===== src/include/utb_pkg.sv =====
// Package with register map, field positions and reset values of the time base
package utb_pkg;

  // Bus and datapath widths
  localparam int unsigned ADDR_W = 8;
  localparam int unsigned DATA_W = 32;
  localparam int unsigned CNT_W = 16;
  localparam int unsigned IRQ_N = 2;

  // Register byte addresses, one aligned word each
  localparam logic [ADDR_W-1:0] OFS_PRIMARY_CONTROL = 8'h00;
  localparam logic [ADDR_W-1:0] OFS_FLAG_STATUS = 8'h04;
  localparam logic [ADDR_W-1:0] OFS_EVENT_GENERATION = 8'h08;
  localparam logic [ADDR_W-1:0] OFS_COUNT_VALUE = 8'h0c;
  localparam logic [ADDR_W-1:0] OFS_DIVIDER_SETTING = 8'h10;
  localparam logic [ADDR_W-1:0] OFS_RELOAD_LIMIT = 8'h14;
  localparam logic [ADDR_W-1:0] OFS_IRQ_STATUS = 8'h18;
  localparam logic [ADDR_W-1:0] OFS_IRQ_ENABLE = 8'h1c;
  localparam logic [ADDR_W-1:0] OFS_IRQ_CLEAR = 8'h20;

  // Field positions in primary_control_reg
  localparam int unsigned CTRL_COUNT_ENABLE_BIT = 0;
  localparam int unsigned CTRL_UPDATE_SUPPRESS_BIT = 1;
  localparam int unsigned CTRL_UPDATE_REQUEST_SOURCE_BIT = 2;
  localparam int unsigned CTRL_RELOAD_BUFFERING_ENABLE_BIT = 7;

  // Field positions in flag, event and interrupt registers
  localparam int unsigned FLAG_UPDATE_INTERRUPT_BIT = 0;
  localparam int unsigned EVGEN_UPDATE_GENERATE_BIT = 0;
  localparam int unsigned IRQ_UPDATE_BIT = 0;
  localparam int unsigned IRQ_OVERFLOW_BIT = 1;

  // Reset values
  localparam logic [CNT_W-1:0] COUNT_RST = 16'h0000;
  localparam logic [CNT_W-1:0] RELOAD_RST = 16'h0000;
  localparam logic [CNT_W-1:0] DIVIDER_RST = 16'h0000;
  localparam logic [IRQ_N-1:0] IRQ_RST = 2'h0;
  localparam logic [DATA_W-1:0] RDATA_RST = 32'h0000_0000;

endpackage


===== src/include/utb_link_if.sv =====
// Interface joining the time base core to its prescaler and interrupt logic
`timescale 1ns/10ps
interface utb_link_if;
  // Prescaler control and tick
  logic div_en;
  logic div_clear;
  logic div_load;
  logic [utb_pkg::CNT_W-1:0] div_setting;
  logic div_tick;
  logic [utb_pkg::CNT_W-1:0] div_count;
  logic [utb_pkg::CNT_W-1:0] div_ratio;
  // Interrupt events and registers
  logic [utb_pkg::IRQ_N-1:0] irq_set;
  logic irq_en_wr;
  logic irq_clr_wr;
  logic [utb_pkg::IRQ_N-1:0] irq_wdata;
  logic [utb_pkg::IRQ_N-1:0] irq_status;
  logic [utb_pkg::IRQ_N-1:0] irq_enable;
  logic irq_line;

  modport core (
    output div_en, div_clear, div_load, div_setting,
    input div_tick, div_count, div_ratio,
    output irq_set, irq_en_wr, irq_clr_wr, irq_wdata,
    input irq_status, irq_enable, irq_line
  );
  modport div (
    input div_en, div_clear, div_load, div_setting,
    output div_tick, div_count, div_ratio
  );
  modport irq (
    input irq_set, irq_en_wr, irq_clr_wr, irq_wdata,
    output irq_status, irq_enable, irq_line
  );
endinterface


===== src/hdl/utb_prescaler.sv =====
// Buffered 16-bit prescaler producing the counter tick enable
`timescale 1ns/10ps
module utb_prescaler (
  input wire logic mclk_i,
  input wire logic rst_n_i,
  utb_link_if.div lnk
);

  logic [utb_pkg::CNT_W-1:0] ratio_q;
  logic [utb_pkg::CNT_W-1:0] count_q;

  // Active ratio only changes at an update event, so writes never glitch a period
  always_ff @(posedge mclk_i or negedge rst_n_i) begin
    if (!rst_n_i) begin
      ratio_q <= utb_pkg::DIVIDER_RST;
    end else if (lnk.div_load) begin
      ratio_q <= lnk.div_setting;
    end
  end

  // Inner counter runs 0..ratio, so ratio 0 divides by 1 and ffff by 65536
  always_ff @(posedge mclk_i or negedge rst_n_i) begin
    if (!rst_n_i) begin
      count_q <= utb_pkg::COUNT_RST;
    end else if (lnk.div_clear) begin
      count_q <= utb_pkg::COUNT_RST;
    end else if (lnk.div_en) begin
      count_q <= (count_q == ratio_q) ? utb_pkg::COUNT_RST : count_q + 16'h0001;
    end
  end

  // Tick is gated by the enable
  assign lnk.div_tick = lnk.div_en && (count_q == ratio_q);
  assign lnk.div_count = count_q;
  assign lnk.div_ratio = ratio_q;

  AST_TICK_GATED: assert property (
    @(posedge mclk_i) disable iff (!rst_n_i)
    !lnk.div_en |-> !lnk.div_tick)
    else $error("tick without count enable");

  AST_RATIO_LOAD: assert property (
    @(posedge mclk_i) disable iff (!rst_n_i)
    !lnk.div_load |=> $stable(ratio_q))
    else $error("prescale ratio changed outside update event");

endmodule // utb_prescaler


===== src/hdl/utb_irq.sv =====
// Sticky interrupt status, enable mask and level interrupt line
`timescale 1ns/10ps
module utb_irq (
  input wire logic mclk_i,
  input wire logic rst_n_i,
  utb_link_if.irq lnk
);

  logic [utb_pkg::IRQ_N-1:0] status_q;
  logic [utb_pkg::IRQ_N-1:0] enable_q;
  logic line_q;

  // One sticky bit per event; a new event beats a clear in the same cycle
  for (genvar i = 0; i < utb_pkg::IRQ_N; i++) begin : g_stat
    always_ff @(posedge mclk_i or negedge rst_n_i) begin
      if (!rst_n_i) begin
        status_q[i] <= 1'b0;
      end else if (lnk.irq_set[i]) begin
        status_q[i] <= 1'b1;
      end else if (lnk.irq_clr_wr && lnk.irq_wdata[i]) begin
        status_q[i] <= 1'b0;
      end
    end
  end

  // Enable mask
  always_ff @(posedge mclk_i or negedge rst_n_i) begin
    if (!rst_n_i) begin
      enable_q <= utb_pkg::IRQ_RST;
    end else if (lnk.irq_en_wr) begin
      enable_q <= lnk.irq_wdata;
    end
  end

  // Registered line, one cycle behind the status it reflects
  always_ff @(posedge mclk_i or negedge rst_n_i) begin
    if (!rst_n_i) begin
      line_q <= 1'b0;
    end else begin
      line_q <= |(status_q & enable_q);
    end
  end

  assign lnk.irq_status = status_q;
  assign lnk.irq_enable = enable_q;
  assign lnk.irq_line = line_q;

  AST_IRQ_LEVEL: assert property (
    @(posedge mclk_i) disable iff (!rst_n_i)
    |(status_q & enable_q) |=> line_q)
    else $error("interrupt line low while enabled status set");

endmodule // utb_irq


===== src/hdl/utb_time_base.sv =====
// Time-base unit: up-counter, buffered reload limit, buffered prescaler
`timescale 1ns/10ps
module utb_time_base (
  input wire logic mclk_i,
  input wire logic rst_n_i,
  input wire logic [utb_pkg::ADDR_W-1:0] reg_addr_i,
  input wire logic [utb_pkg::DATA_W-1:0] reg_wdata_i,
  input wire logic reg_wr_i,
  input wire logic reg_rd_i,
  output logic [utb_pkg::DATA_W-1:0] reg_rdata_o,
  output logic irq_o,
  output logic update_event_o
);

  utb_link_if lnk ();

  // Control bits of primary_control_reg
  logic count_enable_q;
  logic update_suppress_q;
  logic update_request_source_q;
  logic reload_buffering_enable_q;

  // Counter, reload copies and divider setting
  logic [utb_pkg::CNT_W-1:0] count_q;
  logic [utb_pkg::CNT_W-1:0] reload_pre_q;
  logic [utb_pkg::CNT_W-1:0] reload_pre_d;
  logic [utb_pkg::CNT_W-1:0] reload_shadow_q;
  logic [utb_pkg::CNT_W-1:0] divider_setting_q;

  // Flags and outputs
  logic update_interrupt_flag_q;
  logic update_event_q;
  logic [utb_pkg::DATA_W-1:0] rdata_q;
  logic [utb_pkg::DATA_W-1:0] rd_val;

  // Decoded strobes and events
  logic wr_ctrl;
  logic wr_flag;
  logic wr_evgen;
  logic wr_count;
  logic wr_div;
  logic wr_reload;
  logic update_generate;
  logic tick;
  logic overflow;
  logic update_event;
  logic uif_set;
  logic uif_clear;

  // Address decode of write strobes
  assign wr_ctrl = reg_wr_i && (reg_addr_i == utb_pkg::OFS_PRIMARY_CONTROL);
  assign wr_flag = reg_wr_i && (reg_addr_i == utb_pkg::OFS_FLAG_STATUS);
  assign wr_evgen = reg_wr_i && (reg_addr_i == utb_pkg::OFS_EVENT_GENERATION);
  assign wr_count = reg_wr_i && (reg_addr_i == utb_pkg::OFS_COUNT_VALUE);
  assign wr_div = reg_wr_i && (reg_addr_i == utb_pkg::OFS_DIVIDER_SETTING);
  assign wr_reload = reg_wr_i && (reg_addr_i == utb_pkg::OFS_RELOAD_LIMIT);

  // Software update request, a pulse in the write cycle only
  assign update_generate = wr_evgen &&
    reg_wdata_i[utb_pkg::EVGEN_UPDATE_GENERATE_BIT];

  // Tick from the prescaler
  assign tick = lnk.div_tick;

  // Overflow at the limit; a software update or count write in the same cycle wins
  assign overflow = tick && !update_generate && !wr_count &&
    (count_q == reload_shadow_q);

  // Update event from overflow or software, blocked while suppressed
  assign update_event = !update_suppress_q &&
    (overflow || update_generate);

  // Flag is skipped when software asked with request source set
  assign uif_set = update_event &&
    !(update_generate && update_request_source_q);
  assign uif_clear = wr_flag &&
    !reg_wdata_i[utb_pkg::FLAG_UPDATE_INTERRUPT_BIT];

  // Preload value as it stands after this cycle's write
  assign reload_pre_d = wr_reload ? reg_wdata_i[utb_pkg::CNT_W-1:0] : reload_pre_q;

  // Control register; the enable flop feeds the prescaler, hence one cycle latency
  always_ff @(posedge mclk_i or negedge rst_n_i) begin
    if (!rst_n_i) begin
      count_enable_q <= 1'b0;
      update_suppress_q <= 1'b0;
      update_request_source_q <= 1'b0;
      reload_buffering_enable_q <= 1'b0;
    end else if (wr_ctrl) begin
      count_enable_q <= reg_wdata_i[utb_pkg::CTRL_COUNT_ENABLE_BIT];
      update_suppress_q <= reg_wdata_i[utb_pkg::CTRL_UPDATE_SUPPRESS_BIT];
      update_request_source_q <= reg_wdata_i[utb_pkg::CTRL_UPDATE_REQUEST_SOURCE_BIT];
      reload_buffering_enable_q <= reg_wdata_i[utb_pkg::CTRL_RELOAD_BUFFERING_ENABLE_BIT];
    end
  end

  // Main counter: software update first, then a direct write, then counting
  always_ff @(posedge mclk_i or negedge rst_n_i) begin
    if (!rst_n_i) begin
      count_q <= utb_pkg::COUNT_RST;
    end else if (update_generate) begin
      count_q <= utb_pkg::COUNT_RST;
    end else if (wr_count) begin
      count_q <= reg_wdata_i[utb_pkg::CNT_W-1:0];
    end else if (overflow) begin
      count_q <= utb_pkg::COUNT_RST;
    end else if (tick) begin
      count_q <= count_q + 16'h0001;
    end
  end

  // Reload preload copy, the only one software sees
  always_ff @(posedge mclk_i or negedge rst_n_i) begin
    if (!rst_n_i) begin
      reload_pre_q <= utb_pkg::RELOAD_RST;
    end else begin
      reload_pre_q <= reload_pre_d;
    end
  end

  // Shadow follows the preload unbuffered, else only at update events
  always_ff @(posedge mclk_i or negedge rst_n_i) begin
    if (!rst_n_i) begin
      reload_shadow_q <= utb_pkg::RELOAD_RST;
    end else if (!reload_buffering_enable_q || update_event) begin
      reload_shadow_q <= reload_pre_d;
    end
  end

  // Divider setting; the active copy lives in the prescaler
  always_ff @(posedge mclk_i or negedge rst_n_i) begin
    if (!rst_n_i) begin
      divider_setting_q <= utb_pkg::DIVIDER_RST;
    end else if (wr_div) begin
      divider_setting_q <= reg_wdata_i[utb_pkg::CNT_W-1:0];
    end
  end

  // Update interrupt flag; a hardware set beats a software clear
  always_ff @(posedge mclk_i or negedge rst_n_i) begin
    if (!rst_n_i) begin
      update_interrupt_flag_q <= 1'b0;
    end else if (uif_set) begin
      update_interrupt_flag_q <= 1'b1;
    end else if (uif_clear) begin
      update_interrupt_flag_q <= 1'b0;
    end
  end

  // Registered copy of the update event for the outside world
  always_ff @(posedge mclk_i or negedge rst_n_i) begin
    if (!rst_n_i) begin
      update_event_q <= 1'b0;
    end else begin
      update_event_q <= update_event;
    end
  end

  // Prescaler hookup; a software update clears it even when suppressed
  assign lnk.div_en = count_enable_q;
  assign lnk.div_clear = update_generate;
  assign lnk.div_load = update_event;
  assign lnk.div_setting = divider_setting_q;

  // Interrupt events and register strobes
  assign lnk.irq_set[utb_pkg::IRQ_UPDATE_BIT] = uif_set;
  assign lnk.irq_set[utb_pkg::IRQ_OVERFLOW_BIT] = overflow;
  assign lnk.irq_en_wr = reg_wr_i && (reg_addr_i == utb_pkg::OFS_IRQ_ENABLE);
  assign lnk.irq_clr_wr = reg_wr_i && (reg_addr_i == utb_pkg::OFS_IRQ_CLEAR);
  assign lnk.irq_wdata = reg_wdata_i[utb_pkg::IRQ_N-1:0];

  utb_prescaler u_prescaler (
    .mclk_i(mclk_i),
    .rst_n_i(rst_n_i),
    .lnk(lnk.div)
  );

  utb_irq u_irq (
    .mclk_i(mclk_i),
    .rst_n_i(rst_n_i),
    .lnk(lnk.irq)
  );

  // Read mux; write-only registers and unmapped addresses read zero
  always_comb begin
    rd_val = utb_pkg::RDATA_RST;
    case (reg_addr_i)
      utb_pkg::OFS_PRIMARY_CONTROL: begin
        rd_val[utb_pkg::CTRL_COUNT_ENABLE_BIT] = count_enable_q;
        rd_val[utb_pkg::CTRL_UPDATE_SUPPRESS_BIT] = update_suppress_q;
        rd_val[utb_pkg::CTRL_UPDATE_REQUEST_SOURCE_BIT] = update_request_source_q;
        rd_val[utb_pkg::CTRL_RELOAD_BUFFERING_ENABLE_BIT] = reload_buffering_enable_q;
      end
      utb_pkg::OFS_FLAG_STATUS: begin
        rd_val[utb_pkg::FLAG_UPDATE_INTERRUPT_BIT] = update_interrupt_flag_q;
      end
      utb_pkg::OFS_COUNT_VALUE: begin
        rd_val[utb_pkg::CNT_W-1:0] = count_q;
      end
      utb_pkg::OFS_DIVIDER_SETTING: begin
        rd_val[utb_pkg::CNT_W-1:0] = divider_setting_q;
      end
      utb_pkg::OFS_RELOAD_LIMIT: begin
        rd_val[utb_pkg::CNT_W-1:0] = reload_pre_q;
      end
      utb_pkg::OFS_IRQ_STATUS: begin
        rd_val[utb_pkg::IRQ_N-1:0] = lnk.irq_status;
      end
      utb_pkg::OFS_IRQ_ENABLE: begin
        rd_val[utb_pkg::IRQ_N-1:0] = lnk.irq_enable;
      end
      default: begin
        rd_val = utb_pkg::RDATA_RST;
      end
    endcase
  end

  // Read data stands only in the cycle after the strobe, zero otherwise
  always_ff @(posedge mclk_i or negedge rst_n_i) begin
    if (!rst_n_i) begin
      rdata_q <= utb_pkg::RDATA_RST;
    end else if (reg_rd_i) begin
      rdata_q <= rd_val;
    end else begin
      rdata_q <= utb_pkg::RDATA_RST;
    end
  end

  assign reg_rdata_o = rdata_q;
  assign irq_o = lnk.irq_line;
  assign update_event_o = update_event_q;

  // Counter wraps to zero after reaching the limit
  AST_CNT_WRAP: assert property (
    @(posedge mclk_i) disable iff (!rst_n_i)
    overflow |=> (count_q == utb_pkg::COUNT_RST) && update_event_q == !$past(update_suppress_q))
    else $error("counter did not wrap at the reload limit");

  // Counter steps by one on an ordinary tick
  AST_CNT_STEP: assert property (
    @(posedge mclk_i) disable iff (!rst_n_i)
    tick && !overflow && !update_generate && !wr_count
    |=> count_q == $past(count_q) + 16'h0001)
    else $error("counter did not step by one");

  // Counter holds without a tick
  AST_CNT_HOLD: assert property (
    @(posedge mclk_i) disable iff (!rst_n_i)
    !tick && !update_generate && !wr_count |=> $stable(count_q))
    else $error("counter moved without a tick");

  // With suppression and buffering both on, no update event and no shadow load
  AST_SUPPRESS: assert property (
    @(posedge mclk_i) disable iff (!rst_n_i)
    update_suppress_q && reload_buffering_enable_q
    |=> !update_event_q && $stable(reload_shadow_q))
    else $error("update event while suppressed");

  // Software update clears both counters even when suppressed
  AST_SW_CLEAR: assert property (
    @(posedge mclk_i) disable iff (!rst_n_i)
    update_generate |=> count_q == utb_pkg::COUNT_RST && lnk.div_count == utb_pkg::COUNT_RST)
    else $error("software update did not clear the counters");

  // Request source set keeps the flag low on a software update
  AST_URS_NOFLAG: assert property (
    @(posedge mclk_i) disable iff (!rst_n_i)
    update_generate && update_request_source_q && !update_interrupt_flag_q
    |=> !update_interrupt_flag_q)
    else $error("flag set by software update with request source set");

  // Flag sets on a flagged update event
  AST_UIF_SET: assert property (
    @(posedge mclk_i) disable iff (!rst_n_i)
    uif_set |=> update_interrupt_flag_q ##1 $past(update_event_q))
    else $error("update flag not set by update event");

  // Flag stays until software writes zero
  AST_UIF_STICKY: assert property (
    @(posedge mclk_i) disable iff (!rst_n_i)
    update_interrupt_flag_q && !uif_clear |=> update_interrupt_flag_q)
    else $error("update flag dropped without software clear");

  // Unbuffered reload write reaches the shadow in the next cycle
  AST_RELOAD_DIRECT: assert property (
    @(posedge mclk_i) disable iff (!rst_n_i)
    wr_reload && !reload_buffering_enable_q
    |=> reload_shadow_q == $past(reg_wdata_i[utb_pkg::CNT_W-1:0]))
    else $error("unbuffered reload did not reach the shadow");

  // Buffered shadow changes only with an update event
  AST_RELOAD_BUF: assert property (
    @(posedge mclk_i) disable iff (!rst_n_i)
    reload_buffering_enable_q && !update_event |=> $stable(reload_shadow_q))
    else $error("buffered shadow changed outside update event");

  // Enable write reaches the prescaler one cycle later
  AST_START: assert property (
    @(posedge mclk_i) disable iff (!rst_n_i)
    wr_ctrl && reg_wdata_i[utb_pkg::CTRL_COUNT_ENABLE_BIT] && lnk.div_ratio == 16'h0000
    && !count_enable_q |=> tick)
    else $error("counting did not start one cycle after enable");

endmodule // utb_time_base


===== config.mk =====
export PLATFORM = sky130hd
export DESIGN_NAME = utb_time_base
export DESIGN_NICKNAME = d
export VERILOG_FILES = /design/src/include/utb_pkg.sv /design/src/include/utb_link_if.sv /design/src/hdl/utb_prescaler.sv /design/src/hdl/utb_irq.sv /design/src/hdl/utb_time_base.sv
export SDC_FILE = /design/constraint.sdc
export NUM_CORES = 1
export LEC_CHECK = 0
export BUFFER_PORTS_ARGS = -buffer_cell sky130_fd_sc_hd__buf_2
export CORE_ASPECT_RATIO = 1.2
export CORE_MARGIN = 5
export CORE_UTILIZATION = 30
export DETAILED_ROUTE_END_ITERATION = 6
export SLEW_MARGIN = 0
export SYNTH_ARGS = -nofsm -noshare
export SYNTH_HDL_FRONTEND = slang
export SYNTH_HIERARCHICAL = 1
export SYNTH_SLANG_ARGS = --single-unit

===== constraint.sdc =====
create_clock -name mclk_i -period 6.85 [get_ports mclk_i]
set_clock_uncertainty 0.2 [all_clocks]
set_input_delay 0.3425 -clock mclk_i [delete_from_list [all_inputs] [get_ports mclk_i]]
set_output_delay 0.3425 -clock mclk_i [all_outputs]
set_load 0.02 [all_outputs]

==> flow_summary.json, run 1 <==
{
  "run_status": "finished clean",
  "drv_cap": 0,
  "netlist.area_leader.share_pct": 48.1,
  "finalHoldViolCount": 0,
  "boundaryPins": 78,
  "postSynth.asyncResetShare_pct": 100,
  "die-height_um": 170,
  "synthFlopType": "dfrtp_1",
  "relSlewSlack_pct": 23.4,
  "synth_area_leaders": "dfrtp_1 48%, mux2_2 10%, xor2_1 3.4%, nand2_1 3.0%, mux2_4 2.8%",
  "post-synth-top-area-cell": "dfrtp_1",
  "gp_congestion": 0.826,
  "worst_hold_slack_ns": 0.0208,
  "grt_remaining_overflow": 0,
  "crit_fanout": 23,
  "worst_pin_slew_ns": 1.15,
  "die_area_um2": 24400,
  "setup_viol": 0,
  "syn-cell-area_um2": 6400,
  "clock-sinks": 123,
  "clockBufferDepth": 2,
  "core_area_um2": 21000,
  "fin_nets": 662,
  "syn_area_per_cell_um2": 11.2,
  "ir_drop_mv": 0.155,
  "clockRootBuffer": "clkbuf_16",
  "antenna_found_initial": 0,
  "synth_warnings": 6,
  "required_ns": 6.94,
  "wirelength_mm": 16.0,
  "place_inst": 858,
  "leakage_nw": 3.31,
  "postRouteAntennaNets": 0,
  "synth_edf_count": 0,
  "hpwlAfterDp_mm": 11.2,
  "clk_latency_ns": 0.41,
  "tritoncts": "done",
  "reg2regPathDepth": 10,
  "holdPathStages": 3,
  "power_density_nw_per_um2": 263,
  "cts-resized-gates": 0,
  "cts_setup_buffers": 0,
  "grtUsageTotal_pct": 13.5,
  "ys_seq_elements": 123,
  "power_w": 0.00195,
  "cp-start-kind": "flop",
  "rsz0062_at_grt": "false",
  "grt_max_degree": 69,
  "crit_path_end_kind": "flop",
  "min_period_over_period_pct": 64.1,
  "synthCells": 574,
  "syn_to_final_growth_pct": 15.9,
  "grt_pass1_vias": 4570,
  "drt-initial-drc-count": 381,
  "timing.setup.tns_ns": 0,
  "n_antenna_cell": 0,
  "ys_types": 64,
  "drv_slew": 0,
  "utilization_pct": 35.4,
  "crit_type": "flop to flop",
  "max_freq_ghz": 0.228,
  "cp.arrival_ns": 4.48,
  "hold_class": "primary input to flop",
  "drive_gt1_share_pct": 26.9,
  "path_cells": "xor2_1, nor4_1, nand4_2, nor2_1, buf_4, nand2_1, nor4_4, nand3_2, a21oi_2, mux2_2",
  "row_count": 58,
  "min_period_ns": 4.39,
  "dr.pass1.iters": 5,
  "clk_pin_slew_ns": 0.06,
  "drc": 0,
  "finalNonFillerCells": 898,
  "via_count": 4572,
  "vias_per_cell": 5.09,
  "dieWidth_um": 143,
  "yosysMostFrequentCell": "dfrtp_1",
  "cpMaxStageDelayCell": "a21oi_2",
  "ys_seq_area_share_pct": 48.1,
  "initial_core_util_pct": 30.5,
  "htreeDepth": 4,
  "cts_buffers": 17,
  "grt_pass1_wl_mm": 25.5,
  "wl_per_cell_um": 17.8,
  "max_stage_delay_ns": 0.78,
  "portBuffers": 45,
  "synth_common_cells": "123 x dfrtp_1, 58 x mux2_2, 51 x nand2_1"
}
## kinds of logic after synthesis
family	Yosys count	share of synthesized area, %
AND/OR/NAND/NOR	192	17.0
flip-flops	123	48.1
AO/OA/AOI/OAI	80	8.66
multiplexers	77	14.2
buffers and inverters	58	6.06
XOR/XNOR	41	5.61
adder cells (fa/ha/maj)	2	0.391
other	1	0.0586
## cell usage in the layout (no fill, tap or decap), drive strengths merged, types with 16 or more instances in the layout
master and count:
buf 50, nor2 35, xnor2 16, xor2 25, conb 16, o21ai 20
mux2 73, dfrtp 123, clkbuf 24, nand4 22, nand2 51, nand3 23
## cell type report
class	instances	area (um2)
fill	2090	13600
sequential	123	3080
multi-input combinational	408	3000
clock buffer	24	512
timing repair buffer	59	355
tap	270	338
clock inverter	7	110
inverter	7	26.3
## final timing paths
check                                                                from                                   endpoint  slack [ns]
worst min register to register        update_interrupt_flag_q$_DFFE_PN0P_        update_interrupt_flag_q$_DFFE_PN0P_        0.31
min in group asynchronous                                         rst_n_i                   reg_rdata_o[1]$_DFF_PN0_        0.43
max in group asynchronous                                         rst_n_i   u_prescaler/lnk.div_ratio[9]$_DFFE_PN0P_        4.76
worst max register to register  u_prescaler/lnk.div_count[13]$_DFFE_PN0P_  u_prescaler/lnk.div_ratio[15]$_DFFE_PN0P_        2.46
worst min-delay path                                             reg_rd_i                   reg_rdata_o[0]$_DFF_PN0_        0.02
worst max-delay path            u_prescaler/lnk.div_count[13]$_DFFE_PN0P_  u_prescaler/lnk.div_ratio[15]$_DFFE_PN0P_        2.46
## layer usage
metal | routed length, um | vias to the layer above | track usage (%)
li1 | - | 2138 | -
met1 | 6790 | 2315 | 16.5
met2 | 8330 | 98 | 23.6
met3 | 576 | 21 | 2.89
met4 | 293 | 0 | 4.63
met5 | 0 | - | 0
## per-stage QoR
stage / area [um2] / worst slack, ns
6_report: 7420 / 2.46
5_1_grt: 7420 / 2.11
4_1_cts: 7420 / 2.46
3_5_place_dp: 6710 / 2.51
3_3_place_gp: 6710 / 2.56
2_1_floorplan: 6460 / 3.43
## repair_timing
item / in CTS / in global routing
hold endpoints to repair: 78 / 0
endpoints found under the setup margin: 0 / 0
hold buffers: 9 / 0
## where the power goes
part / leakage (nW) / switching (W) / internal (W)
combinational: 1.40 / 0.000119 / 0.0000976
clock: 0.312 / 0.000309 / 0.000626
sequential: 1.60 / 0.0000388 / 0.000759
## state kept, by name, summed over array words and instances (netlist names), 2 cells and up
name and count:
reload_pre_q 16, u_irq/lnk.irq_enable 2, u_prescaler/lnk.div_ratio 16, u_prescaler/lnk.div_count 16
u_irq/lnk.irq_status 2, reg_rdata_o 16, divider_setting_q 16, count_q 16
reload_shadow_q 16
## worst max-delay path, delay by kind of cell (launching register included)
family | cells | cell delay [ns]
AND/OR/NAND/NOR | 6 | 2.01
AO/OA/AOI/OAI | 1 | 0.78
buffers and inverters | 1 | 0.22
XOR/XNOR | 1 | 0.17
multiplexers | 1 | 0.42
flip-flops | 1 | 0.46
Note: power is estimated with default switching activity, not from simulation.
==> run 2: changes to the inputs <==
--- a/config.mk
+++ b/config.mk
@@ -5,6 +5,7 @@
 export SDC_FILE = /design/constraint.sdc
 export NUM_CORES = 1
 export LEC_CHECK = 0
+export ABC_AREA = 1
 export BUFFER_PORTS_ARGS = -buffer_cell sky130_fd_sc_hd__buf_2
 export CORE_ASPECT_RATIO = 1.2
 export CORE_MARGIN = 5
==> constraint.sdc (replaced) <==
create_clock -name mclk_i -period 4.48 [get_ports mclk_i]
set_clock_uncertainty 0.2 [all_clocks]
set_input_delay 0.224 -clock mclk_i [delete_from_list [all_inputs] [get_ports mclk_i]]
set_output_delay 0.224 -clock mclk_i [all_outputs]
set_load 0.02 [all_outputs]
==> run 2 against run 1 <==
  * Critical path depth grew 8
  * Non-clock buffer count grew 14
  * Synthesized cell count grew 67%
  * Critical path type unchanged
  * Largest cell class is now multi-input gates
==> flow_summary.json, run 2 <==
{
  "gp_congestion": 0.878,
  "wirelength_mm": 17.8,
  "clock-sinks": 123,
  "wl_per_cell_um": 13.2,
  "grtUsageTotal_pct": 14.2,
  "holdCritStartpoint": "reg_addr_i[3]",
  "run_status": "finished clean",
  "grt_remaining_overflow": 0,
  "finalNonFillerCells": 1348,
  "seq_area_um2": 3080,
  "drc": 0,
  "vias_per_cell": 4.40,
  "placed_area_um2": 7400,
  "synth_compound_area_share_pct": 6.67,
  "syn_to_final_growth_pct": 18.9,
  "rsz0062_at_grt": "false",
  "finalHoldViolCount": 0,
  "met2_wirelength_mm": 9.11,
  "yosys.area_share.simple_pct": 35.2,
  "yosysMostFrequentCell": "nand2_1",
  "postRouteAntennaNets": 0,
  "power_w": 0.00316,
  "clockBufferDepth": 2,
  "n_antenna_cell": 0,
  "synth_mux_area_share_pct": 0.162,
  "grt_max_degree": 74,
  "synthCells": 957,
  "hold_class": "primary input to flop",
  "die_area_um2": 26400,
  "crit_type": "flop to flop",
  "max_freq_ghz": 0.316,
  "design_area_um2": 8280,
  "synth_area_leaders": "dfrtp_1 44%, nand2_1 20%, inv_1 5.8%, nand3_1 3.8%, nor2_1 3.3%",
  "synth_fa_ha_area_share_pct": 0.359,
  "multi_input_area_um2": 3210,
  "crit_start": "u_prescaler/lnk.div_count[11]$_DFFE_PN0P_",
  "setup_viol": 0,
  "fin_nets": 1066,
  "synth_common_cells": "372 x nand2_1, 123 x dfrtp_1, 107 x inv_1",
  "timing.setup.tns_ns": 0,
  "grt_pass1_wl_mm": 29.8,
  "wl_met1_mm": 7.73,
  "drive_gt1_share_pct": 13.7,
  "ys_seq_area_share_pct": 44.2,
  "initial_core_util_pct": 30.2,
  "final_cell_mix": "372 x nand2_1, 123 x dfrtp_1, 107 x inv_1",
  "drv_cap": 0,
  "required_ns": 4.58,
  "top_layer_used": "met4",
  "place_inst": 1293,
  "synthFlopType": "dfrtp_1",
  "ir_drop_mv": 0.279,
  "cp.arrival_ns": 3.27,
  "ys_types": 44,
  "min_period_over_period_pct": 70.7,
  "synth_warnings": 6,
  "syn-cell-area_um2": 6960,
  "clockRootBuffer": "clkbuf_16",
  "min_period_ns": 3.17,
  "drv_slew": 0,
  "crit_path_end_kind": "flop",
  "synth_top_family_by_area": "simple AND/OR/NAND/NOR gates",
  "fillCellCount": 2461,
  "die-height_um": 177,
  "boundaryPins": 78,
  "leakage_nw": 4.23,
  "htreeDepth": 4,
  "drt-initial-drc-count": 352,
  "antenna_found_initial": 0,
  "worstReg2RegStart": "u_prescaler/lnk.div_count[11]$_DFFE_PN0P_",
  "clk_pin_slew_ns": 0.06,
  "grt_pass1_vias": 5925,
  "netlist.area_leader.share_pct": 44.2,
  "portBuffers": 45,
  "wl_met3_um": 548,
  "tritoncts": "done",
  "synth_edf_count": 0,
  "dr.pass1.iters": 4,
  "synth-xor-area-share_pct": 2.77,
  "crit_fanout": 18,
  "postSynth.asyncResetShare_pct": 100,
  "power_density_nw_per_um2": 382,
  "relSlewSlack_pct": 37.6,
  "row_count": 61,
  "via_count": 5931,
  "syn_area_per_cell_um2": 7.27,
  "clk_latency_ns": 0.42,
  "ys_seq_elements": 123,
  "layout_commonest_cell": "nand2_1",
  "cts_buffers": 17,
  "post-synth-top-area-cell": "dfrtp_1",
  "cp-start-kind": "flop",
  "worst_pin_slew_ns": 0.936,
  "dieWidth_um": 149,
  "core_area_um2": 23000,
  "hpwlAfterDp_mm": 13.4
}
==> run 2: changes by cell type in the layout (fill, tap and decap cells not counted), moves of 12 or more <==
cell | before | now
nand2_1 | 51 | 372
inv_1 | 7 | 107
mux2_2 | 58 | 1
nand3_1 | 20 | 53
nor2_1 | 34 | 62
nand2_2 | 0 | 21
o21ai_0 | 19 | 39
o21ai_1 | 1 | 17
xnor2_1 | 16 | 1
a222oi_1 | 14 | 0
dlygate4sd3_1 | 9 | 23
inv_2 | 0 | 13
mux2_4 | 12 | 0
==> run 2: cells by family (layout without fill, tap and decap cells) <==
group                      count (synthesis)  after routing
and+or+nand+nor                          563            563
buffers and inverters                    165            226
DFF                                      123            123
AOI/OAI and AO/OA                         80             80
xor gates and xnor gates                  22             22
adders and majority gates                  2              2
other                                      1             16
muxes                                      1              1
==> run 2: path summary, 6_finish.rpt <==
kind | endpoint | slack (ns) | cells past startpoint
min reg2reg | update_interrupt_flag_q$_DFFE_PN0P_ | 0.29 | 2
min in group asynchronous | u_irq/lnk.irq_enable[0]$_DFFE_PN0P_ | 0.28 | 2
max reg2reg | u_prescaler/lnk.div_ratio[13]$_DFFE_PN0P_ | 1.31 | 18
min | update_interrupt_flag_q$_DFFE_PN0P_ | 0.03 | 5
max | u_prescaler/lnk.div_ratio[13]$_DFFE_PN0P_ | 1.31 | 18
max in group asynchronous | u_prescaler/lnk.div_count[11]$_DFFE_PN0P_ | 2.83 | 3
==> run 2: worst max-delay path, cell delays in order (launching register included) <==
cell and delay, ns:
dfrtp_1 0.46, inv_1 0.11, nand2_1 0.07, nand2_1 0.04, nor2_1 0.11, nand2_1 0.10, nor2_4 0.12, nand3_2 0.12
inv_1 0.19, inv_1 0.11, a21oi_1 0.13, nand4_1 0.10, nor2_1 0.09, nand3_1 0.17, nand2_1 0.10, nand2_1 0.08
inv_1 0.37, buf_4 0.27, o21ai_0 0.11
==> run 2: report_power, final <==
group	total [W]	internal [W]	switching (W)
Combinational	0.000381	0.000138	0.000243
Sequential	0.00128	0.00118	0.0000959
Clock	0.00150	0.000957	0.000540
Total	0.00316	0.00228	0.000879
==> run 2: cell type report <==
class,count,area share [%]
repair buffers,73,5.99
flip-flops and latches,123,37.2
clock buffers,18,5.31
well taps,315,4.76
clock inverters,14,2.51
inverters,121,5.49
multi-input cells,684,38.8
==> run 2: metrics by stage <==
step	utilization, %	setup WS [ns]	hold slack (ns)
6_report	35.9	1.31	0.0318
5_1_grt	35.9	0.936	0.0573
4_1_cts	35.9	1.26	0.0140
3_5_place_dp	32.1	1.28	0.226
3_3_place_gp	32.1	1.25	0.223
2_1_floorplan	-	2.03	-0.272
==> run 2: layer usage <==
| metal | global-route usage, % | up-vias |
|---|---|---|
| li1 | - | 3071 |
| met1 | 17.2 | 2719 |
| met2 | 24.7 | 119 |
| met3 | 2.59 | 22 |
| met4 | 5.57 | 0 |
| met5 | 0 | - |
==> run 2: what timing repair did <==
item                      in CTS  in global routing
hold buffers                  23                  0
resized for setup              0                  0
buffers inserted               0                  0
hold endpoints to repair     132                  0
